===== config.mk =====
export PLATFORM = sky130hd
export DESIGN_NAME = lmgc_top
export DESIGN_NICKNAME = d
export VERILOG_FILES = /design/src/rtl/lmgc_pkg.sv /design/src/rtl/lmgc_fifo.sv /design/src/rtl/lmgc_top.sv
export VERILOG_INCLUDE_DIRS = /design/src /design/src/rtl
export SDC_FILE = /design/constraint.sdc
export NUM_CORES = 1
export LEC_CHECK = 0
export ABC_CLOCK_PERIOD_IN_PS = 32100
export BUFFER_PORTS_ARGS = -buffer_cell sky130_fd_sc_hd__buf_2
export CAP_MARGIN = 20
export CORE_UTILIZATION = 50
export DETAILED_ROUTE_END_ITERATION = 7
export PLACE_DENSITY = 0.67
export SKIP_LAST_GASP = 1
export SLEW_MARGIN = 20
export SYNTH_ARGS = -nofsm -noshare
export SYNTH_HDL_FRONTEND = slang
export SYNTH_SLANG_ARGS = --single-unit

===== constraint.sdc =====
create_clock -name clk_sys -period 32.1 [get_ports clk_sys]
set_clock_uncertainty 0.1 [all_clocks]
set_input_delay 4.815 -clock clk_sys [delete_from_list [all_inputs] [get_ports clk_sys]]
set_output_delay 4.815 -clock clk_sys [all_outputs]
set_load 0.1 [all_outputs]

===== src/rtl/lmgc_map.svh =====
// Behaviour
// - on-hook monitor enable converts and forwards ring samples
// - line present: near-zero output, level reads all ones
// - no line: output falls to negative full scale, level zero
// - squelch resets ring-input ac coupling network
// - full-wave ring detect, separate positive/negative flags
// - off-hook level reports loop current, zero means inadequate
// - level steps 6 mA with 2 mA hysteresis
// - FCC/Japan: above 155 mA level reads all ones
// - CTR21: level eight or more means excess current
// - speaker mix levels affect speaker output only
// - receive gain selects 0 to 12 dB
// - receive mute silences receive path
// - transmit attenuation selects 0 to 12 dB
// - transmit mute silences transmit path
// - filter select picks FIR default or IIR
`ifndef LMGC_MAP_SVH
`define LMGC_MAP_SVH
`define LMGC_CLK_MHZ        125
`define LMGC_MON_RATE_HZ    8000
`define LMGC_MON_DIV        ((`LMGC_CLK_MHZ * 1000000) / `LMGC_MON_RATE_HZ)
`define LMGC_FIFO_DEPTH     16
`define LMGC_NEG_FULL       16'sh8000
`define LMGC_NEG_FLOOR      16'shC780
`define LMGC_FALL_STEP      16'sh0400
`define LMGC_LVL_ALL_ONES   4'hF
`define LMGC_LVL_MAX_NORMAL 4'hE
`define LMGC_LVL_CTR21_OVL  4'h8
`define LMGC_LC_MIN_MA      9'h00C
`define LMGC_LC_STEP_MA     9'h006
`define LMGC_LC_HYST_MA     9'h002
`define LMGC_LC_OVL_MA      9'h09B
`define LMGC_RING_THRESH    16'sh1000
`define LMGC_DCT_CTR21      2'h2
`define LMGC_GAIN_0DB       12'h100
`define LMGC_GAIN_3DB       12'h16A
`define LMGC_GAIN_6DB       12'h200
`define LMGC_GAIN_9DB       12'h2D4
`define LMGC_GAIN_12DB      12'h400
`define LMGC_SPK_TX_GAIN    12'h01A
`define LMGC_GAIN_CODE_MAX  3'h4
`endif


===== src/rtl/lmgc_pkg.sv =====
package lmgc_pkg;
  typedef struct packed {
    logic       monitorEnable;
    logic       squelch;
    logic [2:0] rxGainSelect;
    logic       rxMute;
    logic [2:0] txAttenSelect;
    logic       txMute;
    logic [1:0] speakerTxLevel;
    logic [1:0] speakerRxLevel;
    logic       lowDelayFilterSelect;
    logic       legacyRxGain;
    logic       legacyTxAtten;
    logic [1:0] dcTermMode;
  } lmgc_ctrl_t;

  typedef struct packed {
    logic [3:0] loopCurrentLevel;
    logic       ringDetectPositive;
    logic       ringDetectNegative;
    logic       overload;
    logic       gainCodeReserved;
    logic       couplingReset;
    logic       lowDelayFilterActive;
  } lmgc_status_t;

  typedef enum logic [2:0] {
    LMGC_IDLE    = 3'b001,
    LMGC_PRESENT = 3'b010,
    LMGC_ABSENT  = 3'b100
  } lmgc_mon_t;
endpackage : lmgc_pkg


===== src/rtl/lmgc_fifo.sv =====
`timescale 1ns/1ps
module lmgc_fifo #(
  parameter int WIDTH = 16,
  parameter int DEPTH = 16
) (
  // Clock and reset
  input  wire logic             clk_sys,
  input  wire logic             rst,
  // Fill side
  input  wire logic             inValid,
  output logic                  inReady,
  input  wire logic [WIDTH-1:0] inData,
  // Drain side
  output logic                  outValid,
  input  wire logic             outReady,
  output logic [WIDTH-1:0]      outData
);
  localparam int AW = $clog2(DEPTH);

  initial begin
    if (DEPTH < 2 || (1 << AW) != DEPTH) begin
      $error("lmgc_fifo: DEPTH must be a power of two >= 2");
    end
  end

  logic [WIDTH-1:0] mem [DEPTH];
  logic [AW-1:0]    wrPtr;
  logic [AW-1:0]    rdPtr;
  logic [AW:0]      count;
  logic             doWrite;
  logic             doRead;

  assign inReady  = (count != DEPTH[AW:0]);
  assign outValid = (count != '0);
  assign outData  = mem[rdPtr];
  assign doWrite  = inValid && inReady;
  assign doRead   = outValid && outReady;

  always_ff @(posedge clk_sys) begin
    if (doWrite) begin
      mem[wrPtr] <= inData;
    end
  end

  always_ff @(posedge clk_sys) begin
    if (rst) begin
      wrPtr <= '0;
      rdPtr <= '0;
      count <= '0;
    end else begin
      if (doWrite) begin
        wrPtr <= wrPtr + 1'b1;
      end
      if (doRead) begin
        rdPtr <= rdPtr + 1'b1;
      end
      if (doWrite && !doRead) begin
        count <= count + 1'b1;
      end else if (doRead && !doWrite) begin
        count <= count - 1'b1;
      end
    end
  end
endmodule : lmgc_fifo


===== src/rtl/lmgc_top.sv =====
`timescale 1ns/1ps
`include "lmgc_map.svh"
module lmgc_top #(
  parameter int MON_DIV    = `LMGC_MON_DIV,
  parameter int FIFO_DEPTH = `LMGC_FIFO_DEPTH
) (
  // Clock and reset
  input  wire logic                clk_sys,
  input  wire logic                rst,
  // Host control
  input  wire lmgc_pkg::lmgc_ctrl_t ctrl,
  input  wire logic                ringFlagClear,
  input  wire logic                offHook,
  // Line side sensing, asynchronous
  input  wire logic [15:0]         ringInputs,
  input  wire logic                lineSense,
  input  wire logic [8:0]          loopCurrentMa,
  // Modem data paths
  input  wire logic                rxValid,
  input  wire logic [15:0]         rxSample,
  input  wire logic                txValid,
  input  wire logic [15:0]         txSample,
  output lmgc_pkg::lmgc_status_t   status,
  output logic                     rxOutValid,
  output logic [15:0]              rxOut,
  output logic                     txOutValid,
  output logic [15:0]              txOut,
  output logic [15:0]              speakerOut,
  // Serial data output stream
  output logic                     serialDataOutValid,
  output logic [15:0]              serialDataOut,
  input  wire logic                serialDataOutReady,
  output logic                     monitorOverrun
);
  initial begin
    if (MON_DIV < 2) begin
      $error("lmgc_top: MON_DIV must be at least 2");
    end
  end

  function automatic logic [11:0] gainFactor(input logic [2:0] code);
    case (code)
      3'h0:    gainFactor = `LMGC_GAIN_0DB;
      3'h1:    gainFactor = `LMGC_GAIN_3DB;
      3'h2:    gainFactor = `LMGC_GAIN_6DB;
      3'h3:    gainFactor = `LMGC_GAIN_9DB;
      3'h4:    gainFactor = `LMGC_GAIN_12DB;
      default: gainFactor = `LMGC_GAIN_0DB; // Reserved codes
    endcase
  endfunction : gainFactor

  function automatic logic [15:0] scaleSat(input logic [15:0] s,
                                           input logic [11:0] f);
    logic signed [28:0] prod;
    logic signed [20:0] shifted;
    prod    = $signed(s) * $signed({1'b0, f});
    shifted = prod[28:8];
    if (shifted > 21'sd32767) begin
      scaleSat = 16'h7FFF;
    end else if (shifted < -21'sd32768) begin
      scaleSat = 16'h8000;
    end else begin
      scaleSat = shifted[15:0];
    end
  endfunction : scaleSat

  // Two-stage synchronisers for line-side inputs
  logic [15:0] ringMeta;
  logic [15:0] ringSync;
  logic        senseMeta;
  logic        senseSync;
  logic [8:0]  currentMeta;
  logic [8:0]  currentSync;
  always_ff @(posedge clk_sys) begin
    if (rst) begin
      ringMeta    <= 16'h0000;
      ringSync    <= 16'h0000;
      senseMeta   <= 1'b0;
      senseSync   <= 1'b0;
      currentMeta <= 9'h000;
      currentSync <= 9'h000;
    end else begin
      ringMeta    <= ringInputs;
      ringSync    <= ringMeta;
      senseMeta   <= lineSense;
      senseSync   <= senseMeta;
      currentMeta <= loopCurrentMa;
      currentSync <= currentMeta;
    end
  end

  // Low-power converter sample strobe
  logic [$clog2(MON_DIV)-1:0] divCount;
  logic                       monTick;
  always_ff @(posedge clk_sys) begin
    if (rst) begin
      divCount <= '0;
      monTick  <= 1'b0;
    end else if (divCount == ($clog2(MON_DIV))'(MON_DIV - 1)) begin
      divCount <= '0;
      monTick  <= 1'b1;
    end else begin
      divCount <= divCount + 1'b1;
      monTick  <= 1'b0;
    end
  end

  // Line monitor state and sample generation
  lmgc_pkg::lmgc_mon_t monState;
  lmgc_pkg::lmgc_mon_t next_monState;
  logic                monActive;
  logic [15:0]         monSample;
  logic                monPush;
  logic                fifoInReady;
  assign monActive = ctrl.monitorEnable && !offHook && !ctrl.squelch;
  always_comb begin
    case (monState)
      lmgc_pkg::LMGC_IDLE,
      lmgc_pkg::LMGC_PRESENT,
      lmgc_pkg::LMGC_ABSENT:
        next_monState = !monActive ? lmgc_pkg::LMGC_IDLE :
                        senseSync ? lmgc_pkg::LMGC_PRESENT :
                        lmgc_pkg::LMGC_ABSENT;
      default:
        next_monState = lmgc_pkg::LMGC_IDLE;
    endcase
  end

  always_ff @(posedge clk_sys) begin
    if (rst) begin
      monState <= lmgc_pkg::LMGC_IDLE;
    end else begin
      monState <= next_monState;
    end
  end

  // Missing line drags output down and holds it at full negative scale
  always_ff @(posedge clk_sys) begin
    if (rst) begin
      monSample <= 16'h0000;
      monPush   <= 1'b0;
    end else begin
      monPush <= monTick && (monState != lmgc_pkg::LMGC_IDLE);
      if (monTick) begin
        case (monState)
          lmgc_pkg::LMGC_PRESENT:
            monSample <= ringSync;
          lmgc_pkg::LMGC_ABSENT:
            if ($signed(monSample) < ($signed(`LMGC_NEG_FULL) +
                                      $signed(`LMGC_FALL_STEP))) begin
              monSample <= `LMGC_NEG_FULL;
            end else begin
              monSample <= monSample - `LMGC_FALL_STEP;
            end
          default:
            monSample <= 16'h0000;
        endcase
      end
    end
  end

  // A stalled host loses samples rather than stalling the converter
  always_ff @(posedge clk_sys) begin
    if (rst) begin
      monitorOverrun <= 1'b0;
    end else if (monPush && !fifoInReady) begin
      monitorOverrun <= 1'b1;
    end else if (!monActive) begin
      monitorOverrun <= 1'b0;
    end
  end

  logic        fifoOutValid;
  logic [15:0] fifoOutData;
  logic        fifoPop;
  assign fifoPop = fifoOutValid && (!serialDataOutValid || serialDataOutReady);

  lmgc_fifo #(
    .WIDTH (16),
    .DEPTH (FIFO_DEPTH)
  ) u_fifo (
    .clk_sys  (clk_sys),
    .rst      (rst),
    .inValid  (monPush),
    .inReady  (fifoInReady),
    .inData   (monSample),
    .outValid (fifoOutValid),
    .outReady (fifoPop),
    .outData  (fifoOutData)
  );

  always_ff @(posedge clk_sys) begin
    if (rst) begin
      serialDataOutValid <= 1'b0;
      serialDataOut      <= 16'h0000;
    end else if (fifoPop) begin
      serialDataOutValid <= 1'b1;
      serialDataOut      <= fifoOutData;
    end else if (serialDataOutReady) begin
      serialDataOutValid <= 1'b0;
    end
  end

  // Loop current level with hysteresis
  logic [3:0] offHookLevel;
  logic [8:0] levelLow;
  logic [8:0] levelHigh;
  assign levelLow  = `LMGC_LC_MIN_MA +
                     9'(offHookLevel - 4'h1) * `LMGC_LC_STEP_MA;
  assign levelHigh = `LMGC_LC_MIN_MA + 9'(offHookLevel) * `LMGC_LC_STEP_MA;

  always_ff @(posedge clk_sys) begin
    if (rst || !offHook) begin
      offHookLevel <= 4'h0;
    end else if (offHookLevel == 4'h0) begin
      if (currentSync >= `LMGC_LC_MIN_MA + `LMGC_LC_HYST_MA) begin
        offHookLevel <= 4'h1;
      end
    end else if (currentSync < levelLow - `LMGC_LC_HYST_MA) begin
      offHookLevel <= offHookLevel - 4'h1;
    end else if (currentSync >= levelHigh + `LMGC_LC_HYST_MA &&
                 offHookLevel != `LMGC_LVL_MAX_NORMAL) begin
      offHookLevel <= offHookLevel + 4'h1;
    end
  end

  // Status register
  logic [3:0] next_level;
  logic       overCurrent;
  assign overCurrent = ctrl.dcTermMode != `LMGC_DCT_CTR21 &&
                       currentSync > `LMGC_LC_OVL_MA;

  always_comb begin
    if (!offHook) begin
      next_level = (monState == lmgc_pkg::LMGC_PRESENT) ?
                   `LMGC_LVL_ALL_ONES : 4'h0;
    end else if (overCurrent) begin
      next_level = `LMGC_LVL_ALL_ONES;
    end else begin
      next_level = offHookLevel;
    end
  end

  always_ff @(posedge clk_sys) begin
    if (rst) begin
      status.loopCurrentLevel <= 4'h0;
      status.overload         <= 1'b0;
    end else begin
      status.loopCurrentLevel <= next_level;
      status.overload <= offHook && (overCurrent ||
                         (ctrl.dcTermMode == `LMGC_DCT_CTR21 &&
                          offHookLevel >= `LMGC_LVL_CTR21_OVL));
    end
  end

  // Full-wave ring detection, sticky until host clears or off-hook; set wins
  logic ringPos;
  logic ringNeg;
  assign ringPos = $signed(ringSync) > $signed(`LMGC_RING_THRESH);
  assign ringNeg = $signed(ringSync) < -$signed(`LMGC_RING_THRESH);

  always_ff @(posedge clk_sys) begin
    if (rst || offHook) begin
      status.ringDetectPositive <= 1'b0;
      status.ringDetectNegative <= 1'b0;
    end else begin
      status.ringDetectPositive <= ringPos ||
        (status.ringDetectPositive && !ringFlagClear);
      status.ringDetectNegative <= ringNeg ||
        (status.ringDetectNegative && !ringFlagClear);
    end
  end

  // Configuration echoes
  always_ff @(posedge clk_sys) begin
    if (rst) begin
      status.couplingReset        <= 1'b0;
      status.lowDelayFilterActive <= 1'b0;
      status.gainCodeReserved     <= 1'b0;
    end else begin
      status.couplingReset        <= ctrl.squelch;
      status.lowDelayFilterActive <= ctrl.lowDelayFilterSelect;
      status.gainCodeReserved <=
        ctrl.rxGainSelect > `LMGC_GAIN_CODE_MAX ||
        ctrl.txAttenSelect > `LMGC_GAIN_CODE_MAX;
    end
  end

  // Receive and transmit paths; legacy bits are ignored here
  logic [15:0] rxScaled;
  logic [15:0] txScaled;
  logic [11:0] txFactor;
  assign rxScaled = scaleSat(rxSample, gainFactor(ctrl.rxGainSelect));
  // Widened so the unity-squared numerator cannot wrap to zero
  assign txFactor = 12'((17'(`LMGC_GAIN_0DB) * 17'(`LMGC_GAIN_0DB)) /
                        17'(gainFactor(ctrl.txAttenSelect)));
  assign txScaled = scaleSat(txSample, txFactor);

  always_ff @(posedge clk_sys) begin
    if (rst) begin
      rxOutValid <= 1'b0;
      rxOut      <= 16'h0000;
      txOutValid <= 1'b0;
      txOut      <= 16'h0000;
    end else begin
      rxOutValid <= rxValid;
      txOutValid <= txValid;
      if (rxValid) begin
        rxOut <= ctrl.rxMute ? 16'h0000 : rxScaled;
      end
      if (txValid) begin
        txOut <= ctrl.txMute ? 16'h0000 : txScaled;
      end
    end
  end

  // Speaker mix taps the paths after gain; levels never reach the modem data
  logic [15:0] spkRx;
  logic [15:0] spkTx;
  logic [16:0] spkSum;

  assign spkRx  = (ctrl.speakerRxLevel == 2'h0) ? 16'h0000 :
                  16'($signed(rxOut) >>> (2'h3 - ctrl.speakerRxLevel));
  assign spkTx  = (ctrl.speakerTxLevel == 2'h0) ? 16'h0000 :
                  16'($signed(scaleSat(txOut, `LMGC_SPK_TX_GAIN)) >>>
                      (2'h3 - ctrl.speakerTxLevel));
  assign spkSum = 17'($signed(spkRx) + $signed(spkTx));

  always_ff @(posedge clk_sys) begin
    if (rst) begin
      speakerOut <= 16'h0000;
    end else begin
      speakerOut <= spkSum[16:15] == 2'b01 ? 16'h7FFF :
                    spkSum[16:15] == 2'b10 ? 16'h8000 :
                    spkSum[15:0];
    end
  end
endmodule : lmgc_top


## After elaboration in Yosys (flattened, before gate mapping)

Memory sizes are Yosys's and may differ from the RTL's. A register that Yosys moved wholly into a read port is not among the register bits.
Index checks and enable logic that the tools add are counted.
Widths: inputs -> output; s select.

- Bits in latches: 0
- ROM bits: 0
- Memories kept: 1
- Logic and storage cells: 168
- RAM bits: 256
- Bits in registers: 166

- Order comparisons: 16
- Add/sub/neg operators: 16
- Div/mod/pow operators: 1
- Shift operators: 2
- Equality and inequality tests: 21
- Bitwise operators: 2
- Multiply operators: 5
- Reductions and logical operators: 41
- Multiplexer cells: 33

Memory list:

| name | depth | width | rd ports | clocked after memory_dff | write ports | RTL line | source |
|---|---|---|---|---|---|---|---|
| u_fifo.mem | 16 | 16 | 1 | 1 | 1 | lmgc_fifo.sv:26 | `logic [WIDTH-1:0] mem [DEPTH];` |

Operator list:

| cell | number |
|---|---|
| $mux 16 | 12 |
| $pmux 11 s4 | 2 |
| $gt 21x16->1 const B | 2 |
| $lt 21x16->1 const B | 2 |
| $pmux 16 s2 | 1 |
| $sshr 16x2->16 | 2 |
| $mul 16x13->29 | 1 |
| $mul 16x12->28 | 1 |
| $mux 4 | 7 |
| $mul 16x5->21 const B | 1 |
| $add 16x16->17 | 1 |
| $div 17x12->17 const A | 1 |
| $gt 14x16->1 const B | 1 |
| $gt 16x14->1 const B | 1 |
| $lt 14x16->1 const B | 1 |
| $lt 16x13->1 const B | 1 |
| $lt 16x16->1 const B | 1 |
| $sub 16x11->16 const B | 1 |
| $eq 3x2->1 const B | 5 |
| $logic_and 1x1->1 | 15 |
| $mux 15 | 1 |
| $add 14x1->14 const B | 1 |
| $eq 14x14->1 const B | 1 |
| $add 4x1->4 const B | 3 |
| 40 further kinds | 72 |

## Longest topological paths before layout

Gate-level depths: netlist (run 1).

- Word-level depth: 10
- Mapped depth: 124
- Depth with buffers taken out: 109

## Cells and area by module

From an unflattened synthesis (run 1), not the netlist that was laid out.

- Cells, all modules: 3726
- Area, all modules: 37712.4 um^2

By module, submodules not included:

| module | times used | cells an instance | area each (um^2) | seq. area each (um^2) |
|---|---|---|---|---|
| lmgc_top | 1 | 3220 | 27182.3 | 3343.2 |
| lmgc_fifo | 1 | 506 | 10530.1 | 8027.7 |

## Worst setup path before layout (run 1)

OpenSTA, ideal clock, no wires.

- Path type: in2reg
- Start: in ctrl[11] (netlist bit)
- End: reg txOut[10]
- Library setup time: 0.122 ns
- Path slack: 2.779 ns
- Stages: 117
- Arrival time: 29.099 ns
- Data required time: 31.878 ns
- Cells stage by stage: buf_4 nand3b_2 buf_2 clkbuf_1 buf_1 ha_1 o211ai_1 and3_1 buf_2 nor3_4 clkbuf_1 buf_1 and2_1 ha_1 clkbuf_1 a21oi_1 a211oi_1 o21a_1 [81 not listed] fa_1 inv_1 fa_1 inv_1 ha_1 and4_1 a21oi_1 nand2_1 a21o_1 a21oi_1 o21ai_0 or3_4 a2111oi_4 a2111oi_0 or4b_1 buf_2 buf_6 a221o_1

- Cells in the longest elaborated chain, start to end: 8
- Elaborated cells between the ends (all ways): 12

RTL lines:

| item | RTL line | source |
|---|---|---|
| start: declaration | lmgc_top.sv:11 | `input wire lmgc_pkg::lmgc_ctrl_t ctrl,` |
| $eq 3x3->1, or another cell as far along | lmgc_top.sv:42 | `case (code)` |
| $pmux 11 s4 * | lmgc_top.sv:42 |  |
| $div 17x12->17 * | lmgc_top.sv:295 | `` assign txFactor = 12'((17'(`LMGC_GAIN_0DB) * 17'(`LMGC_GAIN_0DB)) / `` |
| $mul 16x13->29 * | lmgc_top.sv:56 | `prod = $signed(s) * $signed({1'b0, f});` |
| $lt 21x16->1 | lmgc_top.sv:60 | `end else if (shifted < -21'sd32768) begin` |
| $mux 16 | lmgc_top.sv:60 |  |
| $mux 16 * | lmgc_top.sv:58 | `if (shifted > 21'sd32767) begin` |
| $mux 16 * | lmgc_top.sv:312 | `txOut <= ctrl.txMute ? 16'h0000 : txScaled;` |
| end signal: assignment | lmgc_top.sv:312 |  |
| end: declaration | lmgc_top.sv:27 | `output logic [15:0] txOut,` |

Every way passes the cells marked *; elsewhere a longest branch is shown, timed or not.
A chain may end at the register's enable or synchronous reset.

## Final worst setup path (run 1)

- Start: in ctrl[10] (netlist bit)
- End: reg txOut[1]

Same word-level chain as after synthesis.

==> results of run 1 <==
placed cells by master (no fill, tap or decap), drive strengths merged, types with 22 or more instances in the layout:
master  synthesis  routed
xor2           58      58
a21o           38      38
and2          133     133
nand3          57      57
conb            2      55
buf            55     220
nor2          231     231
o21ai         122     122
inv           503     505
ha            305     305
xnor2         100     100
a21oi         214     214
nor3           47      47
mux4           80      80
a31oi          29      29
nand2b         44      44
edfxtp        256     256
o21bai         23      23
nand2         280     280
mux2           22      22
fa            338     338
nor2b         108     108
and3           31      31
dfxtp         180     180
o21a           37      37
clkbuf         88      61
a211oi         24      24
per-stage QoR:
step / std cells / utilization, % / instance area [µm²]
detailed placement: 4780 / 53.3 / 39600
CTS: 4864 / 55.2 / 41000
finish: 4868 / 55.3 / 41100
global placement: 4779 / 53.3 / 39600
floorplan: 3738 / - / 37700
global route: 4868 / 55.3 / 41100
cells in the mapped netlist, drive strengths merged, types with 58 or more instances:
| cell type | n | area [µm²] |
|---|---|---|
| a21oi | 214 | 1090 |
| and2 | 133 | 835 |
| clkbuf | 88 | 330 |
| dfxtp | 180 | 3600 |
| edfxtp | 256 | 7690 |
| fa | 338 | 6770 |
| ha | 305 | 3820 |
| inv | 503 | 1890 |
| mux4 | 80 | 1800 |
| nand2 | 280 | 1060 |
| nor2 | 231 | 867 |
| nor2b | 108 | 683 |
| o21ai | 122 | 611 |
| xnor2 | 100 | 876 |
| xor2 | 58 | 508 |
layer usage:
metal	vias up	global-route usage (%)
met2	631	39.0
li1	12900	-
met4	8	5.32
met5	-	0
met1	13000	31.2
met3	103	2.82
cell families (layout without fill, tap and decap cells):
logic type / Yosys count / in the layout / share of synthesized area, %
AOI/OAI and AO/OA: 648 / 648 / 11.5
xor gates and xnor gates: 158 / 158 / 3.69
adders and majority gates: 643 / 643 / 28.2
buffers and inverters: 648 / 809 / 6.64
DFF: 436 / 436 / 30.1
muxes: 119 / 119 / 5.94
other: 2 / 55 / 0.0200
and+or+nand+nor: 1031 / 1031 / 13.9
area by class of cell:
class / count / area (µm²)
Clock buffer: 61 / 1200
Sequential cell: 436 / 11300
Tap cell: 969 / 1210
Fill cell: 6514 / 33200
Inverter: 505 / 1900
Timing Repair Buffer: 220 / 1260
Multi-Input combinational cell: 2654 / 24000
Clock inverter: 23 / 206
registers in the layout (all words and copies together) (netlist names), 16 cells and up:
signal and flops:
monSample 16, ringMeta 16, ringSync 16, rxOut 16, serialDataOut 16, speakerOut 16
txOut 16, u_fifo.mem 256
worst max-delay path by stage:
stage             start        end  slack (ns)
2_1_floorplan  ctrl[11]  txOut[10]        2.78
3_3_place_gp   ctrl[10]   txOut[1]        1.49
3_5_place_dp   ctrl[10]   txOut[1]        1.36
4_1_cts        ctrl[10]  txOut[10]        1.87
5_1_grt        ctrl[10]   txOut[1]        0.06
6_report       ctrl[10]   txOut[1]        2.02
what timing repair did:
action,in CTS,in global routing
gates resized for setup,0,4
buffers inserted,0,4
hold buffers,0,0
endpoints found under the setup margin,0,15
==> run_results.csv, run 1 <==
group,metric,value,unit
status,status,"finished clean",
setup_path,crit_path_max_incr_delay,0.58,ns
finish,drive_gt1_share,12.0,%
clocking,htreeDepth,2,
yosys,synth_flop_cell,"edfxtp_1",
sta,slew_headroom,31.3,%
grt,grt_start_max_net_pins,68,
clocking,clk_pin_slew,0.06,ns
setup_path,path_class,"input port to register",
floorplan,io_pins,162,
setup_path,crit_arrival,30.50,ns
setup_path,crit_path_max_fanout,27,
setup_path,slowest_stage,"fa_1",
setup_path,cp_top_family,"compound AO/OA/AOI/OAI gates",
route,wl_per_cell,17.6,µm
setup_path,cp.buffers_inverters,12,
clocking,clock_sinks,436,
grt,grt.overflow.total,0,
min_path,min_path_type,"register to register",
route,postRouteWirelength,85.5,mm
clocking,cts_max_path_buffers,3,
finish,antennaDiodeCount,0,
placed_design,dp.final_hpwl,64.8,mm
setup_path,critPathRequiredTime,32.52,ns
yosys,syn_area_per_cell,10.2,µm²
route,wl_met3,4.05,mm
setup_path,ff2ff_setup_slack,23.49,ns
sta,fmax,33.2,MHz
setup_path,cp-end-kind,"register",
yosys,ys_warn_count,0,
placed_design,routabilityCongestion,0.899,
clocking,clock_latency,0.58,ns
floorplan,dieArea,0.0761,mm²
floorplan,die_w,276,µm
sta,worst-slew-pin-transition,1.03,ns
route,ant_nets,0,
route,met1Wirelength,38.1,mm
setup_path,r2r-end,"speakerOut[14]",
grt,grt_pass1_vias,26300,
floorplan,die_y,276,µm
grt,antenna_found_initial,4,
job,cap_viol_max_count,0,
yosys,synthCells,3685,
sta,hold_ws,0.306,ns
route,drt_iter0_drc,1529,
yosys,synthArstFlopShare,0,%
clocking,root_buffer,"clkbuf_16",
route,top_layer_used,"met5",
sta,drv_slew,0,
route,drc,0,
placed_design,port_buffers,158,
sta,setup_ws,2.02,ns
floorplan,rows,100,
sta,rsz0062_at_grt,"false",
sta,setup_viol,0,
route,dr_total_vias,26600,
sta,hold_viol_final,0,
floorplan,core-area,0.0743,mm²
grt,grt_usage,22.9,%
finish,nets,4589,
sta,period_needed,30.08,ns
sta,period_share,93.7,%
route,wl_met2,41.5,mm
clocking,cts_buffers,45,
yosys,synth_edf_count,256,
clocking,cts_tree,"done",
floorplan,initial_core_util,50.5,%
sta,final.setup.tns,0,ns
finish,areaGrowthSynthToFinish,9.51,%
setup_path,rr_worst_depth,42,
route,drtPass1Iterations,6,
min_path,hold_path_startpoint,"senseSync",
setup_path,path_depth,112,
grt,grt_first_pass_wirelength,139,mm
yosys,syn_area,0.0375,mm²
yosys,synth_seq_cells,436,
route,drt-vias-per-instance,5.46,
yosys,yosysSeqAreaShare,30.1,%
min_path,whs_path_depth,1,
setup_path,rr_startpoint,"txOut[2]",
setup_path,startpoint_type,"input port",
placed_design,dp_slack,1.36,ns
yosys,synthDistinctLibCells,113,
min_path,holdPathEnd,"monState[2]",
Power of run 1 is left out: the tool's default activity adds up to more than one toggle a clock period on the data nets, which glitch-free logic cannot reach.
==> run 2: changes to the inputs <==
Settings changed: ABC_AREA set to 1.
==> run_results.csv, run 2 <==
group,metric,value,unit
yosys,netlist_top_cells_count,"inv_1, nand2_1, nor2_1",
setup_path,r2r-end,"speakerOut[5]",
floorplan,dieArea,0.0763,mm²
floorplan,die_y,276,µm
floorplan,die_w,276,µm
yosys,synth_seq_cells,436,
yosys,yosys.area.top_type,"edfxtp_1",
yosys,synth_edf_count,256,
floorplan,initial_core_util,50.5,%
floorplan,io_pins,162,
sta,hold_viol_final,0,
placed_design,dp.final_hpwl,67.1,mm
min_path,whs_path_depth,2,
sta,period_needed,28.39,ns
clocking,clock_latency,0.58,ns
grt,grt_start_max_net_pins,117,
clocking,cts_max_path_buffers,3,
clocking,cts_setup_buffers,0,
finish,final_common_cell,"inv_1",
setup_path,crit_start,"ctrl[12]",
clocking,post_cts_resize_count,0,
placed_design,routabilityCongestion,0.883,
sta,setup_viol,0,
setup_path,rr_worst_depth,42,
yosys,syn_area,0.0376,mm²
setup_path,crit_path_max_fanout,29,
route,ant_nets,0,
route,drtPass1Iterations,5,
grt,grt_first_pass_wirelength,147,mm
yosys,synthArstFlopShare,0,%
clocking,clk_pin_slew,0.06,ns
route,postRouteWirelength,89.4,mm
min_path,hold_path_startpoint,"ringMeta[11]",
yosys,synth_most_common_cell,"inv_1",
clocking,cts_tree,"done",
yosys,synthCells,4439,
setup_path,critPathRequiredTime,32.50,ns
grt,antenna_found_initial,6,
status,status,"finished clean",
floorplan,rows,100,
yosys,ys_warn_count,0,
grt,grt_usage,23.9,%
setup_path,path_class,"input port to register",
sta,drv_slew,0,
yosys,netlist_top_cells_area,"edfxtp_1, fa_1, ha_1, dfxtp_1, inv_1",
finish,nets,5316,
finish,top_register,"u_fifo.mem",
finish,fillCellCount,6788,
clocking,htreeDepth,2,
clocking,cts_buffers,45,
min_path,holdPathEnd,"ringSync[11]",
sta,period_share,88.5,%
route,drt_iter0_drc,1855,
job,cap_viol_max_count,0,
sta,slew_headroom,33.8,%
route,wl_per_cell,16.0,µm
finish,areaGrowthSynthToFinish,8.94,%
setup_path,crit_arrival,28.80,ns
setup_path,startpoint_type,"input port",
grt,grt.overflow.total,0,
yosys,syn_area_per_cell,8.48,µm²
min_path,min_path_type,"register to register",
clocking,clock_sinks,436,
finish,final_cell_mix,"inv_1, nand2_1, nor2_1",
placed_design,port_buffers,158,
finish,largest_reg_flops,256,
route,dr_total_vias,29000,
sta,fmax,35.2,MHz
yosys,synth_flop_cell,"edfxtp_1",
setup_path,slowest_stage,"fa_1",
finish,drive_gt1_share,8.00,%
setup_path,crit_path_max_incr_delay,0.85,ns
route,drc,0,
grt,grt_pass1_vias,28900,
sta,worst-slew-pin-transition,0.989,ns
sta,final.setup.tns,0,ns
yosys,synthDistinctLibCells,68,
yosys,yosysSeqAreaShare,30.0,%
setup_path,rr_startpoint,"txOut[4]",
sta,rsz0062_at_grt,"false",
floorplan,core-area,0.0744,mm²
setup_path,crit_top_cell,"nand2_1",
clocking,postCtsHoldBufs,0,
yosys,synth_top_area_share,20.4,%
route,drt-vias-per-instance,5.19,
clocking,root_buffer,"clkbuf_16",
setup_path,ff2ff_setup_slack,24.18,ns
setup_path,cp-end-kind,"register",
## run 2: final cells by class
| cell class | count | area [µm²] | share of cell area (%) |
|---|---|---|---|
| Clock buffer | 65 | 1270 | 3.10 |
| Tap cell | 969 | 1210 | 2.96 |
| Inverter | 838 | 3150 | 7.68 |
| Multi-Input combinational cell | 3081 | 22800 | 55.6 |
| Timing Repair Buffer | 187 | 1010 | 2.48 |
| Antenna cell | 2 | 5.00 | 0.0122 |
| Sequential cell | 436 | 11300 | 27.6 |
| Clock inverter | 19 | 246 | 0.601 |
## run 2: cell families after synthesis
| family | Yosys count | share of synthesized area [%] |
|---|---|---|
| and+or+nand+nor | 1539 | 17.5 |
| buffers and inverters | 975 | 10.0 |
| AOI/OAI and AO/OA | 695 | 10.8 |
| adders and majority gates | 643 | 28.1 |
| DFF | 436 | 30.0 |
| xor gates and xnor gates | 149 | 3.49 |
| other | 2 | 0.0200 |
## run 2: metal layers
| metal | up-vias | wire (µm) | GRT usage (%) |
|---|---|---|---|
| met3 | 134 | 5200 | 4.15 |
| li1 | 14500 | - | - |
| met2 | 621 | 42600 | 40.5 |
| met4 | 4 | 2390 | 6.83 |
| met5 | - | 22 | 0 |
| met1 | 13800 | 39200 | 31.3 |
## run 2: critical path: cells and delay by family
kind,cells,cell delay [ns]
simple gates,67,9.78
fa+ha+maj,14,5.83
buf+inv,25,4.63
compound gates,16,3.66
## run 2: how the worst max path moves through the flow
| stage | to | slack [ns] | depth (start not counted) |
|---|---|---|---|
| after floorplan | txOut[9] | 9.01 | 130 |
| after detailed placement | txOut[13] | 3.28 | 118 |
| after global placement | txOut[13] | 3.37 | 111 |
| after global routing | txOut[0] | 1.33 | 126 |
| final | txOut[3] | 3.71 | 122 |
| after CTS | txOut[13] | 3.81 | 116 |
## run 2: per-stage QoR
step | instances | utilization [%] | hold slack [ns] | cell area [µm²] | worst slack [ns]
2_1_floorplan | 4492 | - | 0.288 | 37800 | 9.01
3_3_place_gp | 5511 | 53.0 | 0.292 | 39500 | 3.37
3_5_place_dp | 5511 | 53.0 | 0.292 | 39500 | 3.28
4_1_cts | 5595 | 55.0 | 0.294 | 41000 | 3.81
5_1_grt | 5596 | 55.0 | 0.312 | 41000 | 1.33
6_report | 5597 | 55.1 | 0.291 | 41000 | 3.71
Power of run 2 is left out for the same reason.
==> run 3: changes to the inputs <==
Settings changed: ABC_CLOCK_PERIOD_IN_PS 32100 to 23200, CAP_MARGIN 20 to unset, MAX_ROUTING_LAYER set to met4, PLACE_DENSITY 0.67 to 0.69.
Clock period 32.1 ns to 23.2 ns, I/O delays scaled along.
==> run_results.csv, run 3 (synthesis results as in run 2) <==
group,metric,value,unit
route,postRouteWirelength,90.5,mm
clocking,postCtsHoldBufs,0,
clocking,root_buffer,"clkbuf_16",
setup_path,cp-end-kind,"register",
sta,setup_ws,1.71,ns
sta,drv_slew,0,
route,wl_per_cell,16.0,µm
clocking,htreeDepth,2,
grt,gr-usage-met3,3.37,%
finish,final_common_cell,"inv_1",
finish,drive_gt1_share,9.45,%
clocking,cts_tree,"done",
sta,period_share,92.6,%
setup_path,path_class,"input port to register",
floorplan,core-area,0.0744,mm²
setup_path,crit_path_max_incr_delay,0.54,ns
finish,nets,5367,
route,drc,0,
floorplan,io_pins,162,
job,cap_viol_max_count,0,
floorplan,initial_core_util,50.5,%
grt,grtUsageMet2,40.7,%
route,ant_nets,0,
floorplan,die_y,276,µm
route,drt_iter0_drc,2132,
clocking,clk_pin_slew,0.06,ns
finish,largest_reg_flops,256,
grt,antenna_found_initial,8,
clocking,cts_max_path_buffers,3,
route,dr_total_vias,29500,
sta,slew_headroom,30.4,%
grt,met1_usage,32.7,%
grt,top_usage_layer,"met2",
setup_path,startpoint_type,"input port",
placed_design,dp_slack,0.363,ns
grt,grt_start_max_net_pins,88,
clocking,clock_sinks,436,
finish,final_cell_mix,"inv_1, nand2_1, nor2_1",
floorplan,die_w,276,µm
setup_path,slowest_stage,"fa_1",
status,status,"finished clean",
finish,areaGrowthSynthToFinish,10.0,%
setup_path,rr_startpoint,"txOut[3]",
grt,grt_pass1_vias,28800,
setup_path,crit_start,"ctrl[12]",
sta,period_needed,21.49,ns
route,drt-vias-per-instance,5.22,
clocking,cts_buffers,45,
clocking,clock_latency,0.59,ns
sta,setup_viol,0,
min_path,min_path_type,"register to register",
setup_path,crit_path_max_fanout,15,
sta,hold_viol_final,0,
setup_path,crit_arrival,21.88,ns
finish,final_util,55.6,%
grt,grt_first_pass_wirelength,149,mm
finish,top_register,"u_fifo.mem",
grt,grt_usage,24.8,%
setup_path,crit_top_cell,"nand2_1",
placed_design,dp.final_hpwl,68.5,mm
sta,fmax,46.5,MHz
placed_design,port_buffers,158,
route,drtPass1Iterations,7,
grt,grt.overflow.total,0,
min_path,hold_path_startpoint,"ringMeta[11]",
sta,worst-slew-pin-transition,1.04,ns
floorplan,dieArea,0.0763,mm²
floorplan,rows,100,
placed_design,routabilityCongestion,0.922,
sta,final.setup.tns,0,ns
setup_path,critPathRequiredTime,23.60,ns
run 3: area by class of cell:
class,instances,area [µm²]
fillers,6713,33100
multi-input cells,3082,22900
flip-flops and latches,436,11300
inverters,838,3170
repair buffers,236,1390
well taps,969,1210
clock buffers,58,1170
clock inverters,25,225
repair inverters,1,7.51
diodes,3,7.51
run 3: worst max-delay path: cells and delay by family:
kind                     cells  cell delay [ns]
adder cells (fa/ha/maj)     14             5.32
AND/OR/NAND/NOR             61             6.02
AO/OA/AOI/OAI               22             3.72
buffers and inverters       30             3.34
run 3: stage by stage:
stage | instances | hold WS, ns | instance area [µm²]
final | 5648 | 0.297 | 41400
after global routing | 5647 | 0.313 | 41400
after CTS | 5633 | 0.295 | 41200
after detailed placement | 5550 | 0.292 | 39800
after global placement | 5550 | 0.291 | 39700
after floorplan | 4492 | 0.288 | 37800
run 3: layer usage:
| layer | share of wire [%] | vias up |
|---|---|---|
| li1 | - | 14600 |
| met1 | 44 | 14100 |
| met5 | 0 | - |
| met4 | 2.1 | 0 |
| met3 | 5.6 | 117 |
| met2 | 48 | 680 |
run 3: worst paths after layout:
kind                                       to  slack, ns  depth (start not counted)
worst max-delay path                txOut[14]       1.71                        127
worst min-delay path             ringSync[11]       0.30                          2
worst max register to register  speakerOut[7]      15.30                         42
worst min register to register   ringSync[11]       0.30                          2
run 3: repair_timing:
| action | in CTS | in global routing |
|---|---|---|
| setup buffers | 0 | 10 |
| resized for setup | 0 | 39 |
| endpoints found under the setup margin | 0 | 16 |
Power of run 3 is left out for the same reason.
